## src/rtl/ccc_pkg.sv

```systemverilog
// shared constants and types of the calibration correction chain
package ccc_pkg;
  localparam int DW = 24;
  localparam int XW = 50;
  localparam int GAIN_FRAC = 22;
  localparam int RW = 20;
  localparam logic [DW-1:0] COEF_RST = 24'h000000;
  localparam logic signed [DW-1:0] OUT_MAX = 24'sh7fffff;
  localparam logic signed [DW-1:0] OUT_MIN = -24'sh800000;
  localparam logic [DW-1:0] SHIFT_RST = 24'h000000;
  // serial register selects
  localparam logic [1:0] SEL_SYS_GAIN = 2'h0;
  localparam logic [1:0] SEL_SELF_OFF = 2'h1;
  localparam logic [1:0] SEL_SELF_GAIN = 2'h2;
  localparam logic [1:0] SEL_SYS_OFF = 2'h3;
  // first rate code that offers continuous conversion
  localparam logic [2:0] RATE_CONT_MIN = 3'h4;
  localparam int CONT_SHIFT = 2;
  // single-conversion rates in milli-samples per second, index = rate code
  localparam logic [7:0][RW-1:0] RATE_LF0_MSPS = {
    20'h1d4c0, 20'h0ea60, 20'h07530, 20'h03a98,
    20'h02710, 20'h01388, 20'h009c4, 20'h003e8};
  localparam logic [7:0][RW-1:0] RATE_LF1_MSPS = {
    20'h186a0, 20'h0c350, 20'h061a8, 20'h030d4,
    20'h0208a, 20'h0104a, 20'h00820, 20'h00341};

  typedef struct packed {
    logic self_offset_disable;
    logic self_gain_disable;
    logic system_offset_disable;
    logic system_gain_disable;
    logic unipolar;
    logic line_frequency_select;
    logic [2:0] rate;
    logic cont_req;
    logic [2:0] dgain;
  } ccc_ctrl_t;

  typedef struct packed {
    logic self_kind;
    logic [DW-1:0] offset;
    logic [DW-1:0] gain;
  } ccc_cal_t;
endpackage
```

## src/rtl/ccc_chain.sv

```systemverilog
// calibration correction chain with coefficient registers and rate select
//
// Operation
// - self-offset coefficient: 24-bit read/write, shifted MSB first.
// - self-offset coefficient is signed two's complement self-calibration offset.
// - host-written self coefficients stay until rewritten or replaced by self-calibration.
// - subtract self-offset from every result when its disable bit is 0.
// - self-offset subtraction comes before self-gain and both system corrections.
// - self-offset correction precedes the unipolar doubling.
// - self-gain coefficient: 24-bit read/write two's complement, MSB first.
// - host write to self-gain during calibration is discarded.
// - self-gain multiplies the self-offset-corrected result when enabled.
// - self-gain scale reaches up to double.
// - gain result is within two LSB of ideal.
// - line select 0: documented single and continuous rates per rate code.
// - line select 1: documented single and continuous rates per rate code.
// - continuous only for rate codes 100 to 111; host must not ask otherwise.
// - programmable digital gain is a binary left shift of corrected data.
// - system offset subtracted after self corrections, before system gain.
// - system gain scales the offset-corrected result after unipolar doubling, before the digital gain shift.
// - out-of-range results clamp to minimum or maximum code.
`timescale 1ns/1ps
module ccc_chain import ccc_pkg::*; #(
  parameter int FIFO_DEPTH = 8
) (
  // clock and reset
  input wire logic clk,
  input wire logic nrst,
  // control bits
  input wire ccc_ctrl_t ctrl,
  input wire logic cal_busy,
  // calibration results
  input wire logic cal_done,
  input wire ccc_cal_t cal,
  // serial register port
  input wire logic [1:0] ser_sel,
  input wire logic ser_load,
  input wire logic ser_shift,
  input wire logic ser_din,
  input wire logic ser_commit,
  output logic ser_dout,
  // raw conversion input
  input wire logic raw_valid,
  output logic raw_ready,
  input wire logic [DW-1:0] raw_data,
  // corrected output
  output logic out_valid,
  input wire logic out_ready,
  output logic [DW-1:0] out_data,
  // rate select
  output logic [RW-1:0] rate_msps,
  output logic cont_active,
  output logic cont_refused
);
  typedef struct packed {
    logic [DW-1:0] system_gain_coefficient;
    logic [DW-1:0] self_offset_coefficient;
    logic [DW-1:0] self_gain_coefficient;
    logic [DW-1:0] system_offset_coefficient;
    logic [DW-1:0] shift;
    logic pv;
    logic [DW-1:0] pdata;
    logic [RW-1:0] rate;
    logic cont;
    logic cont_bad;
  } ccc_st_t;

  ccc_st_t st_r, st_nxt;
  logic fifo_in_ready;
  logic take;
  logic signed [XW-1:0] x_in, x_so, x_sg, x_sys_o, x_uni, x_sys_g, x_dg;
  logic [RW-1:0] rate_single;
  logic signed [2*DW-1:0] gain_ideal;

  // clamp to output range
  function automatic logic signed [XW-1:0] sat(input logic signed [XW-1:0] v);
    if (v > XW'(OUT_MAX)) begin
      return XW'(OUT_MAX);
    end else if (v < XW'(OUT_MIN)) begin
      return XW'(OUT_MIN);
    end
    return v;
  endfunction

  // up to double, rounded
  // gain multiply, coefficient 2.22 fixed point
  function automatic logic signed [XW-1:0] gmul(input logic signed [XW-1:0] a,
                                               input logic [DW-1:0] c);
    logic signed [XW-1:0] p;
    p = a * XW'($signed(c));
    p = p + (XW'(1) <<< (GAIN_FRAC - 1));
    return sat(p >>> GAIN_FRAC);
  endfunction

  assign x_in = XW'($signed(raw_data));

  always_comb begin
    x_so = ctrl.self_offset_disable ? x_in
         : sat(x_in - XW'($signed(st_r.self_offset_coefficient)));
    x_sg = ctrl.self_gain_disable ? x_so : gmul(x_so, st_r.self_gain_coefficient);
    x_sys_o = ctrl.system_offset_disable ? x_sg
            : sat(x_sg - XW'($signed(st_r.system_offset_coefficient)));
    x_uni = ctrl.unipolar ? sat(x_sys_o <<< 1) : x_sys_o;
    x_sys_g = ctrl.system_gain_disable ? x_uni
            : gmul(x_uni, st_r.system_gain_coefficient);
    x_dg = sat(x_sys_g <<< ctrl.dgain);
  end

  assign rate_single = ctrl.line_frequency_select ? RATE_LF1_MSPS[ctrl.rate]
                     : RATE_LF0_MSPS[ctrl.rate];

  assign raw_ready = !st_r.pv || fifo_in_ready;
  assign take = raw_valid && raw_ready;

  always_comb begin
    st_nxt = st_r;
    if (ser_load) begin
      unique case (ser_sel)
        SEL_SYS_GAIN: st_nxt.shift = st_r.system_gain_coefficient;
        SEL_SELF_OFF: st_nxt.shift = st_r.self_offset_coefficient;
        SEL_SELF_GAIN: st_nxt.shift = st_r.self_gain_coefficient;
        SEL_SYS_OFF: st_nxt.shift = st_r.system_offset_coefficient;
      endcase
    end else if (ser_shift) begin
      st_nxt.shift = {st_r.shift[DW-2:0], ser_din};
    end
    if (ser_commit) begin
      unique case (ser_sel)
        SEL_SYS_GAIN: st_nxt.system_gain_coefficient = st_r.shift;
        SEL_SELF_OFF: st_nxt.self_offset_coefficient = st_r.shift;
        SEL_SELF_GAIN: begin
          if (!cal_busy) begin
            st_nxt.self_gain_coefficient = st_r.shift;
          end
        end
        SEL_SYS_OFF: st_nxt.system_offset_coefficient = st_r.shift;
      endcase
    end
    if (cal_done) begin
      if (cal.self_kind) begin
        st_nxt.self_offset_coefficient = cal.offset;
        st_nxt.self_gain_coefficient = cal.gain;
      end else begin
        st_nxt.system_offset_coefficient = cal.offset;
        st_nxt.system_gain_coefficient = cal.gain;
      end
    end
    // result register feeding the fifo
    if (take) begin
      st_nxt.pv = 1'b1;
      st_nxt.pdata = x_dg[DW-1:0];
    end else if (fifo_in_ready) begin
      st_nxt.pv = 1'b0;
    end
    st_nxt.cont = ctrl.cont_req && (ctrl.rate >= RATE_CONT_MIN);
    st_nxt.cont_bad = ctrl.cont_req && (ctrl.rate < RATE_CONT_MIN);
    st_nxt.rate = st_nxt.cont ? (rate_single << CONT_SHIFT) : rate_single;
  end

  always_ff @(posedge clk) begin
    if (!nrst) begin
      st_r.system_gain_coefficient <= COEF_RST;
      st_r.self_offset_coefficient <= COEF_RST;
      st_r.self_gain_coefficient <= COEF_RST;
      st_r.system_offset_coefficient <= COEF_RST;
      st_r.shift <= SHIFT_RST;
      st_r.pv <= 1'b0;
      st_r.pdata <= '0;
      st_r.rate <= '0;
      st_r.cont <= 1'b0;
      st_r.cont_bad <= 1'b0;
    end else begin
      st_r <= st_nxt;
    end
  end

  assign ser_dout = st_r.shift[DW-1];
  assign rate_msps = st_r.rate;
  assign cont_active = st_r.cont;
  assign cont_refused = st_r.cont_bad;

  ccc_fifo #(.W(DW), .DEPTH(FIFO_DEPTH)) u_fifo (
    .clk(clk),
    .nrst(nrst),
    .in_valid(st_r.pv),
    .in_ready(fifo_in_ready),
    .in_data(st_r.pdata),
    .out_valid(out_valid),
    .out_ready(out_ready),
    .out_data(out_data)
  );

  // assertions
  AST_BUSY_WRITE: assert property (@(posedge clk) disable iff (!nrst)
    (ser_commit && ser_sel == SEL_SELF_GAIN && cal_busy && !cal_done)
    |=> st_r.self_gain_coefficient == $past(st_r.self_gain_coefficient))
    else $error("self gain written during calibration");
  AST_HOST_WRITE: assert property (@(posedge clk) disable iff (!nrst)
    (ser_commit && ser_sel == SEL_SELF_OFF && !cal_done)
    |=> st_r.self_offset_coefficient == $past(st_r.shift))
    else $error("self offset write lost");
  AST_CAL_REPLACE: assert property (@(posedge clk) disable iff (!nrst)
    (cal_done && cal.self_kind)
    |=> st_r.self_gain_coefficient == $past(cal.gain)
        && st_r.self_offset_coefficient == $past(cal.offset))
    else $error("self calibration result not stored");
  AST_SHIFT_MSB: assert property (@(posedge clk) disable iff (!nrst)
    (ser_shift && !ser_load) ##1 ser_shift [*8] |-> ##1
    ser_dout == $past(st_r.shift[DW-10], 9))
    else $error("serial shift not msb first");
  AST_PASS_THROUGH: assert property (@(posedge clk) disable iff (!nrst)
    (take && ctrl.self_offset_disable && ctrl.self_gain_disable
     && ctrl.system_offset_disable && ctrl.system_gain_disable
     && !ctrl.unipolar && ctrl.dgain == 3'h0)
    |=> st_r.pdata == $past(raw_data))
    else $error("disabled stages altered data");
  AST_OFFSET_SUB: assert property (@(posedge clk) disable iff (!nrst)
    (take && !ctrl.self_offset_disable && ctrl.self_gain_disable
     && ctrl.system_offset_disable && ctrl.system_gain_disable
     && !ctrl.unipolar && ctrl.dgain == 3'h0
     && raw_data[DW-1] == raw_data[DW-2]
     && st_r.self_offset_coefficient[DW-1] == st_r.self_offset_coefficient[DW-2])
    |=> st_r.pdata == $past(raw_data - st_r.self_offset_coefficient))
    else $error("self offset not subtracted");
  AST_CLAMP: assert property (@(posedge clk) disable iff (!nrst)
    (take && ctrl.dgain == 3'h7 && $signed(raw_data) > 24'sh0fffff
     && ctrl.self_offset_disable && ctrl.self_gain_disable
     && ctrl.system_offset_disable && ctrl.system_gain_disable && !ctrl.unipolar)
    |=> st_r.pdata == OUT_MAX)
    else $error("overflow not clamped");
  AST_CONT_RULE: assert property (@(posedge clk) disable iff (!nrst)
    (ctrl.cont_req && ctrl.rate < RATE_CONT_MIN) |=> cont_refused && !cont_active)
    else $error("continuous allowed on low rate code");
  AST_RATE_CONT: assert property (@(posedge clk) disable iff (!nrst)
    (!ctrl.line_frequency_select && ctrl.cont_req && ctrl.rate == 3'h7)
    |=> rate_msps == 20'h75300)
    else $error("continuous rate wrong");
  AST_NO_LOSS: assert property (@(posedge clk) disable iff (!nrst)
    (st_r.pv && !fifo_in_ready) |=> st_r.pv && $stable(st_r.pdata))
    else $error("stalled result dropped");
  // truncated ideal product for the gain check
  assign gain_ideal = (2*DW)'($signed(raw_data))
                    * (2*DW)'($signed(st_r.self_gain_coefficient));
  AST_SELF_GAIN: assert property (@(posedge clk) disable iff (!nrst)
    (take && ctrl.self_offset_disable && !ctrl.self_gain_disable
     && ctrl.system_offset_disable && ctrl.system_gain_disable
     && !ctrl.unipolar && ctrl.dgain == 3'h0 && raw_data[DW-1] == raw_data[DW-2]
     && !st_r.self_gain_coefficient[DW-1])
    |=> (st_r.pdata - $past(gain_ideal[GAIN_FRAC +: DW])) <= 24'h000002)
    else $error("self gain result off by more than two codes");
  AST_SYS_OFFSET: assert property (@(posedge clk) disable iff (!nrst)
    (take && ctrl.self_offset_disable && ctrl.self_gain_disable
     && !ctrl.system_offset_disable && ctrl.system_gain_disable
     && !ctrl.unipolar && ctrl.dgain == 3'h0 && raw_data[DW-1] == raw_data[DW-2]
     && st_r.system_offset_coefficient[DW-1] == st_r.system_offset_coefficient[DW-2])
    |=> st_r.pdata == $past(raw_data - st_r.system_offset_coefficient))
    else $error("system offset not subtracted");
  AST_UNIPOLAR: assert property (@(posedge clk) disable iff (!nrst)
    (take && ctrl.self_offset_disable && ctrl.self_gain_disable
     && ctrl.system_offset_disable && ctrl.system_gain_disable
     && ctrl.unipolar && ctrl.dgain == 3'h0 && raw_data[DW-1] == raw_data[DW-2])
    |=> st_r.pdata == $past({raw_data[DW-2:0], 1'b0}))
    else $error("unipolar result not doubled");
  AST_DGAIN: assert property (@(posedge clk) disable iff (!nrst)
    (take && ctrl.self_offset_disable && ctrl.self_gain_disable
     && ctrl.system_offset_disable && ctrl.system_gain_disable
     && !ctrl.unipolar && ctrl.dgain != 3'h0 && raw_data[DW-1:DW-8] == 8'h00)
    |=> st_r.pdata == $past(raw_data << ctrl.dgain))
    else $error("digital gain not a left shift");
  AST_LOAD_OFFSET: assert property (@(posedge clk) disable iff (!nrst)
    (ser_load && ser_sel == SEL_SELF_OFF)
    |=> st_r.shift == $past(st_r.self_offset_coefficient))
    else $error("self offset not loaded for read");
  AST_LOAD_GAIN: assert property (@(posedge clk) disable iff (!nrst)
    (ser_load && ser_sel == SEL_SELF_GAIN)
    |=> st_r.shift == $past(st_r.self_gain_coefficient))
    else $error("self gain not loaded for read");
  AST_RATE_SINGLE: assert property (@(posedge clk) disable iff (!nrst)
    (!ctrl.line_frequency_select && !ctrl.cont_req && ctrl.rate == 3'h0)
    |=> rate_msps == 20'h003e8)
    else $error("single rate wrong");
  AST_RATE_LF1: assert property (@(posedge clk) disable iff (!nrst)
    (ctrl.line_frequency_select && ctrl.cont_req && ctrl.rate == 3'h7)
    |=> rate_msps == 20'h61a80)
    else $error("line select continuous rate wrong");
  AST_CONT_OK: assert property (@(posedge clk) disable iff (!nrst)
    (ctrl.cont_req && ctrl.rate >= RATE_CONT_MIN) |=> cont_active && !cont_refused)
    else $error("continuous refused on high rate code");
endmodule // ccc_chain

```

## src/rtl/ccc_fifo.sv

```systemverilog
// parameterised flip-flop fifo for corrected results
`timescale 1ns/1ps
module ccc_fifo import ccc_pkg::*; #(
  parameter int W = 24,
  parameter int DEPTH = 8
) (
  // clock and reset
  input wire logic clk,
  input wire logic nrst,
  // fill side
  input wire logic in_valid,
  output logic in_ready,
  input wire logic [W-1:0] in_data,
  // drain side
  output logic out_valid,
  input wire logic out_ready,
  output logic [W-1:0] out_data
);
  localparam int AW = $clog2(DEPTH);
  localparam logic [AW:0] DEPTH_C = (AW+1)'(DEPTH);
  localparam logic [AW-1:0] LAST = (AW)'(DEPTH - 1);

  typedef struct packed {
    logic [DEPTH-1:0][W-1:0] mem;
    logic [AW-1:0] wp;
    logic [AW-1:0] rp;
    logic [AW:0] cnt;
  } ccc_fifo_st_t;

  ccc_fifo_st_t st_r, st_nxt;
  logic push, pop;

  function automatic logic [AW-1:0] inc(input logic [AW-1:0] p);
    return (p == LAST) ? '0 : p + 1'b1;
  endfunction

  assign in_ready = (st_r.cnt != DEPTH_C);
  assign out_valid = (st_r.cnt != '0);
  assign out_data = st_r.mem[st_r.rp];
  assign push = in_valid && in_ready;
  assign pop = out_valid && out_ready;

  always_comb begin
    st_nxt = st_r;
    if (push) begin
      st_nxt.mem[st_r.wp] = in_data;
      st_nxt.wp = inc(st_r.wp);
    end
    if (pop) begin
      st_nxt.rp = inc(st_r.rp);
    end
    if (push && !pop) begin
      st_nxt.cnt = st_r.cnt + 1'b1;
    end else if (pop && !push) begin
      st_nxt.cnt = st_r.cnt - 1'b1;
    end
  end

  always_ff @(posedge clk) begin
    if (!nrst) begin
      st_r <= '0;
    end else begin
      st_r <= st_nxt;
    end
  end
endmodule // ccc_fifo

```

## config.mk

```make
export PLATFORM = sky130hd
export DESIGN_NAME = ccc_chain
export DESIGN_NICKNAME = d
export VERILOG_FILES = /design/src/rtl/ccc_pkg.sv /design/src/rtl/ccc_chain.sv /design/src/rtl/ccc_fifo.sv
export SDC_FILE = /design/constraint.sdc
export NUM_CORES = 2
export LEC_CHECK = 0
export ABC_CLOCK_PERIOD_IN_PS = 38000
export BUFFER_PORTS_ARGS = -buffer_cell sky130_fd_sc_hd__buf_4
export CORE_MARGIN = 2
export CORE_UTILIZATION = 30
export DETAILED_ROUTE_END_ITERATION = 8
export SYNTH_ARGS = -nofsm -noshare
export SYNTH_HDL_FRONTEND = slang
export SYNTH_SLANG_ARGS = --single-unit
```

## constraint.sdc

```tcl
create_clock -name clk -period 38 [get_ports clk]
set_clock_uncertainty 0.1 [all_clocks]
set_input_delay 9.5 -clock clk [delete_from_list [all_inputs] [get_ports clk]]
set_output_delay 9.5 -clock clk [all_outputs]
set_load 0.02 [all_outputs]
```

# Yosys cells after proc, flatten, opt, wreduce, memory -nomap -nowiden
# Memories as Yosys holds them, arrays and structs flattened.
# Cells that the tools add are included.
# op_classes
add_sub_neg	8
reduce_logical	18
bitwise	1
muxes	63
multipliers	2
magnitude_cmp	18
n_shift	1
eq_ne	6
# op_table
op	n
2-to-1 mux 50 bit	20
2-to-1 mux 24 bit	14
bitwise mux 192 bit	1
2-to-1 mux 96 bit	2
> comparator 50 x 24 -> 1 bit (second input constant)	3
< comparator 50 x 24 -> 1 bit (second input constant)	3
adder 50 x 23 -> 50 bit (second input constant)	2
multiplier 50 x 24 -> 50 bit	2
one-hot mux 24 bit (4 select lines)	1
2-to-1 mux 20 bit	4
binary-select mux 24 bit (select 3 bit)	1
demux 24 bit (select 3 bit)	1
> comparator 28 x 24 -> 1 bit (second input constant)	2
< comparator 28 x 24 -> 1 bit (second input constant)	2
<<< shifter 50 x 3 -> 50 bit	1
subtractor 50 x 24 -> 50 bit	1
2-to-1 mux 48 bit	1
> comparator 25 x 24 -> 1 bit (second input constant)	1
< comparator 25 x 24 -> 1 bit (second input constant)	1
subtractor 24 x 24 -> 25 bit	1
2-to-1 mux 1 bit	14
< comparator 3 x 4 -> 1 bit (second input constant)	3
logical AND 1 bit	8
2-to-1 mux 4 bit	2
18 further kinds	26
# totals
reg_bits	369
elab_cells	141
memories	2
input_bits	98
out_inout_bits	49
romBits	320
# memory_table
name	words	width	rd	rd_clocked_by_memory_dff	wr	line_no	rtl
(name not given)	8	20	1	0	0	ccc_chain.sv:110	: RATE_LF0_MSPS[ctrl.rate];
(name not given)	8	20	1	0	0	ccc_chain.sv:109	assign rate_single = ctrl.line_frequency_select ? RATE_LF1_MSPS[ctrl.rate]

# Logic depth before layout (Yosys ltp)
# depth
word_depth	36
ltp_mapped	107
mapped_depth_nobuf	99

# By module
# A second synthesis with hierarchy kept.
# unflattened
cells_unflattened	8569
hier_area_um2	73929.7
# by_module_without_submodules
module	n_inst	area_each_um2	cells_each	seq_area_each_um2
ccc_chain	1	64594.5	7573	3323.2
ccc_fifo	1	9335.2	996	4043.9

# Worst setup path after synthesis
# No wires, ideal clock.
# synth_path
kind	input -> register
from	input port raw_data[0]
to	register st_r[42] (netlist name)
slack_ns	6.445
setup_time_ns	0.119
n_path_buf	11
t_arrival_ns	31.336
t_required_ns	37.781
cell_stages	100
path_cell_list	inv_1 ha_1 fa_1 nand2b_1 a21oi_1 o221ai_1 o21ai_1 a31oi_1 or2_2 clkbuf_1 clkbuf_1 nor2_1 nor2_1 a2bb2oi_1 clkbuf_1 nand2_1 fa_1 inv_1 [64 not listed] o31ai_1 a21oi_1 nor2_1 o21ai_0 nand2b_1 a211o_1 a31oi_2 xor2_2 nand4_2 a22oi_1 o21ai_1 o22a_1 mux4_2 and3_1 a41o_1 buf_4 nand2_1 a21oi_1
# synth_between
elab_chain_len	36
elab_cells_between_ends	48
cone_classes	add/sub: 4; mul: 2; order compare: 12; shift: 1; mux: 29
# synth_rtl
item	line_no	rtl
start: declaration	ccc_chain.sv:45	input wire logic [DW-1:0] raw_data,
subtractor 24 x 24 -> 25 bit	ccc_chain.sv:99	: sat(x_in - XW'($signed(st_r.self_offset_coefficient)));
< comparator 25 x 24 -> 1 bit	ccc_chain.sv:79	end else if (v < XW'(OUT_MIN)) begin
2-to-1 mux 1 bit	ccc_chain.sv:79	
2-to-1 mux 1 bit	ccc_chain.sv:77	if (v > XW'(OUT_MAX)) begin
2-to-1 mux 50 bit	ccc_chain.sv:82	return v;
2-to-1 mux 50 bit *	ccc_chain.sv:98	x_so = ctrl.self_offset_disable ? x_in
multiplier 50 x 24 -> 50 bit	ccc_chain.sv:90	p = a * XW'($signed(c));
adder 50 x 23 -> 50 bit	ccc_chain.sv:91	p = p + (XW'(1) <<< (GAIN_FRAC - 1));
[20 not listed]	n/a	
2-to-1 mux 1 bit	ccc_chain.sv:77	
2-to-1 mux 50 bit	ccc_chain.sv:82	
2-to-1 mux 50 bit *	ccc_chain.sv:104	x_sys_g = ctrl.system_gain_disable ? x_uni
<<< shifter 50 x 3 -> 50 bit *	ccc_chain.sv:106	x_dg = sat(x_sys_g <<< ctrl.dgain);
< comparator 50 x 24 -> 1 bit	ccc_chain.sv:79	
2-to-1 mux 1 bit	ccc_chain.sv:79	
2-to-1 mux 1 bit	ccc_chain.sv:77	
2-to-1 mux 24 bit *	ccc_chain.sv:82	
end signal: assignment	ccc_chain.sv:173	st_r <= st_nxt;
end: declaration	ccc_chain.sv:68	ccc_st_t st_r, st_nxt;
# Mark *: on every way between the ends. The rest lies on a longest branch, timed or not.
# A chain may end at the register's enable or synchronous reset.

# Worst setup path after layout
# layout_path
from	input port raw_data[0]
to	register st_r[44] (netlist name)
# The elaborated chain is that of the path after synthesis.

==> key figures <==
Routing
  • DRC Markers: 0
  • Drt first pass iters: 6
  • Antenna-violating nets left: 0
  • Vias: 58.4k
  • Initial DRC count: 4196
  • Via density: 5.01
  • Total wire length: 232000 µm
  • Avg WL per Cell: 19.9 µm

Run
  • Maxcap violations: 0

Synth
  • Primary FF master, synth: dfxtp_1
  • Largest cells by area after synthesis: fa_1, dfxtp_1, inv_1, nand2_1, ha_1
  • Yosys cell types: 111
  • Warnings from Yosys: 0
  • Syn Nets: 10.5k
  • Post-Synthesis Cells: 8667
  • Commonest cells in the netlist: inv_1, nand2_1, fa_1, clkbuf_1, and2_1
  • Number of synthesized flops with an enable pin: 0
  • Register bit total from synthesis: 368
  • Post-synth top area share: 38.5%
  • Synthesized cell area: 0.0740 mm²
  • Post-Syn Area per Cell: 8.54 µm²
  • Async S/R FF share, synth: 0%
  • Cell taking the most area after synthesis: fa_1
  • Sequential share of the synthesized area: 9.96%

Timing
  • Slew HR: 5.04%
  • Slew Limit Fails: 0
  • Final Setup Violations: 0
  • Unrepaired setup endpoints after global routing: no
  • Fin crit period: 35820 ps
  • Final worst-path cycle share: 94.3%
  • Worst-Margin Slew: 1420 ps
  • Setup TNS: 0 ps
  • Fin. Hold Viols: 0
  • Fmax: 0.0279 GHz

Clock tree
  • Clk buf depth: 3
  • CTS tree: yes
  • Clk Latency, worst-skew pair: 610 ps
  • Post-CTS Setup Repair Bufs: 0
  • Num Clock Sinks: 368
  • Clock buffer count from CTS: 38
  • CTS root buffer: clkbuf_16
  • Htree depth: 2
  • Post-CTS resize count: 0
  • Reg clk slew, reported paths: 60 ps
  • CTS hold repair buffers: 0

Critical path
  • Critical path arrival: 36210 ps
  • Worst path top cell family by delay: compound AO/OA/AOI/OAI gates
  • Most frequent CP cell: fa_1
  • CP Capture Type: flip-flop
  • Slowest-stage cell, CP: a21o_1
  • Critical Path Start Type: input port
  • Crit path kind: in -> reg
  • Max FO, Critical Path: 23
  • WP data required: 38390 ps
  • Worst path max stage delay: 1080 ps
  • Buf/Inv on CP: 14

GRT
  • First-pass GRT wire length: 365000 µm
  • Antenna violations before repair: 8
  • GRT Util Overall: 18.6%
  • Gr ovfl total: 0
  • Largest net degree at the start of global routing: 189
  • Vias in the first global route: 62.6k

Layout
  • Final Core Density: 32.4%
  • Nets@finish: 10.3k
  • Post-route cell area: 0.0795 mm²
  • P&R area growth vs syn: 7.39%
  • Layout Cells excl Fill: 11.7k
  • Layout cells sized above 1: 6.81%

Place
  • PortBufs: 145
  • Placed Instance Area: 0.0781 mm²
  • Post-DP HPWL: 174000 µm
  • GP Congestion: 0.949
  • Cell Count Post-Placement: 11.6k

Floorplanning
  • Core area: 0.245 mm²
  • Die Y: 501 µm
  • Starting Density: 30.1%
  • Die ar.: 0.251 mm²
  • Num ports: 147
  • Rows: 182
  • Die width: 501 µm

Min path
  • HP Class: reg -> reg

Status
  • Status: complete, no violations
stage by stage:
stage	hold WS [ps]	worst slack, ps
after floorplan	340	6440
after global placement	348	2200
after detailed placement	358	2120
after CTS	367	2760
after global routing	375	940
final	363	2180
kinds of logic after synthesis:
kind of cell / Yosys count / synth area share [%]
compound gates: 1155 / 10.9
xor+xnor: 153 / 1.87
fa+ha+maj: 1779 / 44.5
buf+inv: 2316 / 11.9
flops: 368 / 9.96
mux: 261 / 4.95
other cells: 1 / 0.00507
simple gates: 2634 / 15.9
state kept, by name, indices dropped and copies added (netlist names):
signal / cells
u_fifo.st_r: 202
st_r: 144
rate_msps: 19
cont_active: 1
cont_refused: 1
ser_dout: 1
layout make-up:
| class | instances | area, µm² |
|---|---|---|
| repair buffers | 269 | 2040 |
| multi-input cells | 5983 | 58100 |
| inverters | 1739 | 6530 |
| clock inverters | 22 | 274 |
| clock buffers | 47 | 1060 |
| well taps | 3220 | 4030 |
| fillers | 25600 | 166000 |
| flip-flops and latches | 368 | 7380 |
| diodes | 3 | 7.51 |
worst register-to-register path: cells and delay by family (launching register included):
family	cells	cell delay, ps
xor+xnor	1	400
mux	1	480
compound gates	33	10420
simple gates	22	5330
flops	1	340
buf+inv	12	1240
fa+ha+maj	19	8720
routing by layer:
metal	vias up	share of wire (%)	routed length [µm]	global-route usage (%)
met3	383	6.4	14800	2.65
met4	4	3.5	8180	6.08
met5	-	0.011	25	0
met2	1909	49	113000	32.1
met1	30100	42	96600	23.8
li1	26000	-	-	-
path summary, 6_finish.rpt:
kind                                      start                            end  slack, ps  cells past startpoint
setup reg to reg           st_r[119]$_SDFF_PN0_          st_r[44]$_SDFFE_PN0P_      10870                     88
hold / removal    u_fifo.st_r[131]$_SDFFE_PN0P_  u_fifo.st_r[131]$_SDFFE_PN0P_        360                      2
setup / recovery                    raw_data[0]          st_r[44]$_SDFFE_PN0P_       2180                     90
hold reg to reg   u_fifo.st_r[131]$_SDFFE_PN0P_  u_fifo.st_r[131]$_SDFFE_PN0P_        360                      2
layout by cell type (no fill, tap or decap), drive strengths merged, types with 209 or more instances in the layout:
master / synthesis / final
a21boi: 209 / 209
fa: 1424 / 1424
a21oi: 231 / 231
inv: 1736 / 1741
and2: 418 / 418
nand2: 1737 / 1737
dfxtp: 368 / 368
ha: 346 / 346
buf: 51 / 269
o21ai: 223 / 223
Power is not shown: default switching activity piles up to over one toggle a cycle in this logic, so the estimate is an artifact.
